### src/design/sppi_params.svh
`ifndef SPPI_PARAMS_SVH
`define SPPI_PARAMS_SVH
// Register index and byte address (index times four)
`define SPPI_REG_IDX 14'h1C17
`define SPPI_REG_ADDR 16'h705C
`define SPPI_ADDR_W 16
`define SPPI_DATA_W 32
`define SPPI_REG_W 16
// Field positions
`define SPPI_P0_LSB 0
`define SPPI_P1_LSB 8
`define SPPI_PINS 6
// Writable bits, reserved 15-14 and 7-6 masked
`define SPPI_WR_MASK 16'h3F3F
// Reset value: all pull-downs switched off
`define SPPI_RST_VAL 16'h3F3F
`endif

### src/design/sppi_pkg.sv
package sppi_pkg;
  typedef enum logic [0:0] {
    SPPI_IDLE = 1'b0,
    SPPI_ACK = 1'b1
  } sppi_bus_state_t;
endpackage

### src/design/sppi_cfg_word.sv
`timescale 1ns/1ns
`include "sppi_params.svh"
// Holds the inhibit word; stores only unmasked bits, reads back registered
module sppi_cfg_word
  import sppi_pkg::*;
(
  input wire logic clk,
  input wire logic rst_b,
  input wire logic ce,
  input wire logic wr_en,
  input wire logic [`SPPI_REG_W-1:0] wr_data,
  input wire logic [1:0] wr_be,
  output logic [`SPPI_REG_W-1:0] word_r
);
  logic [`SPPI_REG_W-1:0] word_nxt;

  // Byte-lane merge with reserved bits forced to zero
  always_comb
  begin
    word_nxt = word_r;
    if (wr_be[0])
      word_nxt[7:0] = wr_data[7:0];
    if (wr_be[1])
      word_nxt[15:8] = wr_data[15:8];
    word_nxt = word_nxt & `SPPI_WR_MASK;
  end

  // Storage
  always_ff @(posedge clk or negedge rst_b)
  begin
    if (!rst_b)
      word_r <= `SPPI_RST_VAL;
    else if (ce && wr_en)
      word_r <= word_nxt;
  end
endmodule

### src/design/sppi_top.sv
// Local design decision: the Wishbone register port.
`timescale 1ns/1ns
`include "sppi_params.svh"
module sppi_top
  import sppi_pkg::*;
(
  input wire logic clk,
  input wire logic rst_b,
  input wire logic ce,
  input wire logic wb_cyc_i,
  input wire logic wb_stb_i,
  input wire logic wb_we_i,
  input wire logic [`SPPI_ADDR_W-1:0] wb_adr_i,
  input wire logic [`SPPI_DATA_W-1:0] wb_dat_i,
  input wire logic [3:0] wb_sel_i,
  output logic [`SPPI_DATA_W-1:0] wb_dat_o,
  output logic wb_ack_o,
  output logic [`SPPI_PINS-1:0] port0_pd_off_r,
  output logic [`SPPI_PINS-1:0] port1_pd_off_r
);
  sppi_bus_state_t state_r;
  logic [`SPPI_REG_W-1:0] word_r;
  logic req;
  logic hit;
  logic wr_en;

  // Reset word, indexable per pad bit
  localparam logic [`SPPI_REG_W-1:0] pad_rst_word = `SPPI_RST_VAL;

  // New request only when idle, so each access acks once
  assign req = wb_cyc_i && wb_stb_i && (state_r == SPPI_IDLE);
  assign hit = (wb_adr_i == `SPPI_REG_ADDR);
  assign wr_en = req && wb_we_i && hit;

  sppi_cfg_word u_word (
    .clk(clk),
    .rst_b(rst_b),
    .ce(ce),
    .wr_en(wr_en),
    .wr_data(wb_dat_i[`SPPI_REG_W-1:0]),
    .wr_be(wb_sel_i[1:0]),
    .word_r(word_r)
  );

  // Ack one cycle after request, then drop
  always_ff @(posedge clk or negedge rst_b)
  begin
    if (!rst_b)
    begin
      state_r <= SPPI_IDLE;
      wb_ack_o <= 1'b0;
    end
    else if (ce)
    begin
      unique case (state_r)
        SPPI_IDLE:
        begin
          wb_ack_o <= req;
          if (req)
            state_r <= SPPI_ACK;
        end
        SPPI_ACK:
        begin
          wb_ack_o <= 1'b0;
          state_r <= SPPI_IDLE;
        end
      endcase
    end
  end

  // Read data; unmapped addresses read zero
  always_ff @(posedge clk or negedge rst_b)
  begin
    if (!rst_b)
      wb_dat_o <= 32'h0000_0000;
    else if (ce && req)
      wb_dat_o <= hit ? {16'h0000, word_pending()} : 32'h0000_0000;
  end

  // Stored word as a read returns it
  function automatic logic [`SPPI_REG_W-1:0] word_pending();
    word_pending = word_r;
  endfunction

  // Pad controls: 1 turns pull-down off, 0 keeps it on
  genvar i;
  generate
    for (i = 0; i < `SPPI_PINS; i++)
    begin : g_pad
      always_ff @(posedge clk or negedge rst_b)
      begin
        if (!rst_b)
        begin
          port0_pd_off_r[i] <= pad_rst_word[`SPPI_P0_LSB + i];
          port1_pd_off_r[i] <= pad_rst_word[`SPPI_P1_LSB + i];
        end
        else if (ce)
        begin
          port0_pd_off_r[i] <= word_r[`SPPI_P0_LSB + i];
          port1_pd_off_r[i] <= word_r[`SPPI_P1_LSB + i];
        end
      end
    end
  endgenerate
endmodule

### config.mk
export PLATFORM = sky130hd
export DESIGN_NAME = sppi_top
export DESIGN_NICKNAME = d
export VERILOG_FILES = /design/src/design/sppi_pkg.sv /design/src/design/sppi_cfg_word.sv /design/src/design/sppi_top.sv
export VERILOG_INCLUDE_DIRS = /design/src /design/src/design
export SDC_FILE = /design/constraint.sdc
export NUM_CORES = 1
export LEC_CHECK = 0
export ABC_CLOCK_PERIOD_IN_PS = 2800
export BUFFER_PORTS_ARGS = -buffer_cell sky130_fd_sc_hd__buf_2
export CORE_UTILIZATION = 48
export DETAILED_ROUTE_END_ITERATION = 12
export PLACE_DENSITY = 0.94
export REMOVE_ABC_BUFFERS = 1
export SETUP_SLACK_MARGIN = 0.2
export SLEW_MARGIN = 20
export SYNTH_ARGS = -nofsm -noshare
export SYNTH_HDL_FRONTEND = slang
export SYNTH_HIERARCHICAL = 1
export SYNTH_SLANG_ARGS = --single-unit
### constraint.sdc
create_clock -name clk -period 2.8 [get_ports clk]
set_input_delay 0 -clock clk [delete_from_list [all_inputs] [get_ports clk]]
set_output_delay 0 -clock clk [all_outputs]
set_load 0.02 [all_outputs]
==> flow_summary.ini <==
[clock_network]
cts_made_buffers = 5
cts_tree = built
cts_setup_buffers = 0
clk_path_buf_depth = 2
ctsResizeCount = 0
cts_root_buf = clkbuf_8
cts.sink_count = 41
clkTransAtPathRegs_ps = 70
insertion_delay_ps = 280
ctsHoldBuffers = 13
cts_htree_levels = 2

[setup_path]
cp-start-kind = flop
worstPathRequired_ps = 2970
critPathArrivalTime_ps = 1740
critPathKind = flop to flop
end_kind = flop
path_max_fanout = 17

[synthesis]
synth.most_common_cell = nand2_1
ys_top_cells_by_area = dfstp_2, dfrtp_1, mux2_2, buf_4, nand2_1
synth-seq-area-share = 0.563
ys_top_cells_by_count = nand2_1, dfstp_2, mux2_2
syn_area_per_cell_sq_um = 12.2
yosysTopAreaCell = dfstp_2
syn_area_sq_um = 1880
synth-edff-count = 0
synth_cells = 154
yosysWarningCount = 6
synthArstFlopShare = 1.00
synth-main-ff-cell = dfstp_2
synth.top_cell.area_share = 0.336
synth_seq_cells = 41
synth.distinct_cells = 19

[cells_and_area]
multi_input_area_sq_um = 688
n_fill_cell = 288
synthToLayoutAreaGrowth_pct = 28.0
layout.nets = 289
final_layout_size_suffix_gt1_frac = 0.578
register_area_sq_um = 1060
antennaDiodeCount = 0

[sta]
fin_ws_ps = 1230
rsz0062_at_grt = false
finalSetupViolCount = 0
finalHoldViolations = 0
slew_headroom = 0.429
tns_ps = 0
period_share = 0.562
fmax_mhz = 635
slew_violations = 0
worst_clock_skew_ps = 6.13
period_needed_ps = 1570
tightestPinTransition_ps = 857

[power_and_ir_drop]
power_density_nw_per_um2 = 513
ir_worst_vdd_mv = 0.385
p_leak_nw = 1.20

[route]
first_pass_iters = 4
via_per_inst = 4.75
finalWirelength_microns = 3560
drc = 0
vias = 1331
first_iter_violations = 79
wl_per_cell_microns = 12.7
postRouteAntennaNets = 0

[run_status]
status = finished clean

[floorplanning]
die_area_sq_um = 4160
rows = 22
die_y_microns = 64.5
start_util = 0.505
die_w_microns = 64.5
ioPinCount = 103
fp.coreArea_sq_um = 3720

[run]
max_cap_viol_count = 0

[global_route]
grt_pass1_wl_microns = 5590
grt_max_degree = 42
grt_pass1_vias = 1199
antenna_found_initial = 0
grt_use_total = 0.184
grt_overflow = 0

[placement]
gp_congestion = 0.667
dp_hpwl_microns = 2450
portBuffers = 64
pre_cts_slack_ps = 1090

[worst_hold_path]
hold_path.class = input pin to flop
[report_power, final]
group / internal, W / total (W) / switching [W] / leakage, nW
sequential: 0.000595 / 0.000596 / 0.00000112 / 0.484
clock: 0.000354 / 0.000544 / 0.000190 / 0.0681
combinational: 0.0000363 / 0.0000907 / 0.0000544 / 0.647
total: 0.000985 / 0.00123 / 0.000246 / 1.20
[kinds of logic (layout without fill, tap and decap cells)]
| family | after synthesis | after routing | share of synthesized area |
|---|---|---|---|
| other | 2 | 20 | 0.00400 |
| DFF | 41 | 41 | 0.563 |
| AOI/OAI and AO/OA | 17 | 17 | 0.0634 |
| and+or+nand+nor | 43 | 43 | 0.119 |
| buffers and inverters | 27 | 87 | 0.106 |
| muxes | 24 | 24 | 0.144 |
[critical path, cell delays in order (launching register included)]
cell and delay (ps):
dfrtp_1 410, nand4b_1 670, nand2_1 300, o21ai_2 70
[cell type report]
class,instances,share of cell area
clock buffers,5,0.0287
clock inverters,3,0.0271
inverters,1,0.00156
multi-input cells,104,0.287
flip-flops and latches,41,0.440
well taps,48,0.0250
repair buffers,78,0.191
[metrics by stage]
| stage | total power (W) | utilization | hold WS [ps] | area, sq um | cells |
|---|---|---|---|---|---|
| 4_1_cts | 0.00125 | 0.646 | 187 | 2400 | 280 |
| 6_report | 0.00123 | 0.646 | 192 | 2400 | 280 |
| 5_1_grt | 0.00128 | 0.646 | 258 | 2400 | 280 |
| 3_5_place_dp | 0.000683 | 0.575 | 159 | 2140 | 259 |
| 2_1_floorplan | 0.000639 | - | -296 | 1750 | 146 |
| 3_3_place_gp | 0.000682 | 0.575 | 156 | 2140 | 259 |
[metal layers]
| metal | share of wire | wire, microns | vias up | global-route usage |
|---|---|---|---|---|
| met5 | 0 | 0 | - | 0 |
| met4 | 0.014 | 49 | 0 | 0.0917 |
| met3 | 0.063 | 225 | 6 | 0.0458 |
| met2 | 0.52 | 1840 | 66 | 0.314 |
| met1 | 0.41 | 1450 | 623 | 0.214 |
| li1 | - | - | 636 | - |
[flip-flops by register name, indices dropped and copies added (netlist names)]
| name | flops |
|---|---|
| port0_pd_off_r | 6 |
| port1_pd_off_r | 6 |
| u_word/word_r | 12 |
| wb_ack_o | 1 |
| wb_dat_o | 16 |
[placed cells by master (no fill, tap or decap), types with 5 or more instances in the layout]
cell type,n
buf_2,64
clkbuf_8,5
conb_1,20
dfrtp_1,17
dfstp_2,24
dlygate4sd3_1,13
mux2_2,24
nand2_1,32
o21ai_0,8
o21ai_2,9
[path summary, 6_finish.rpt]
check | startpoint | to | slack [ps] | cells past startpoint
setup / recovery | wb_ack_o | wb_dat_o[2] | 1230 | 3
hold / removal | ce | wb_ack_o | 190 | 2
setup reg to reg | wb_ack_o | wb_dat_o[2] | 1230 | 3
hold reg to reg | wb_dat_o[14] | wb_dat_o[14] | 470 | 2
max in group asynchronous | rst_b | wb_dat_o[5] | 1890 | 2
min in group asynchronous | rst_b | wb_dat_o[12] | 360 | 2
(Power assumes the default switching activity.)
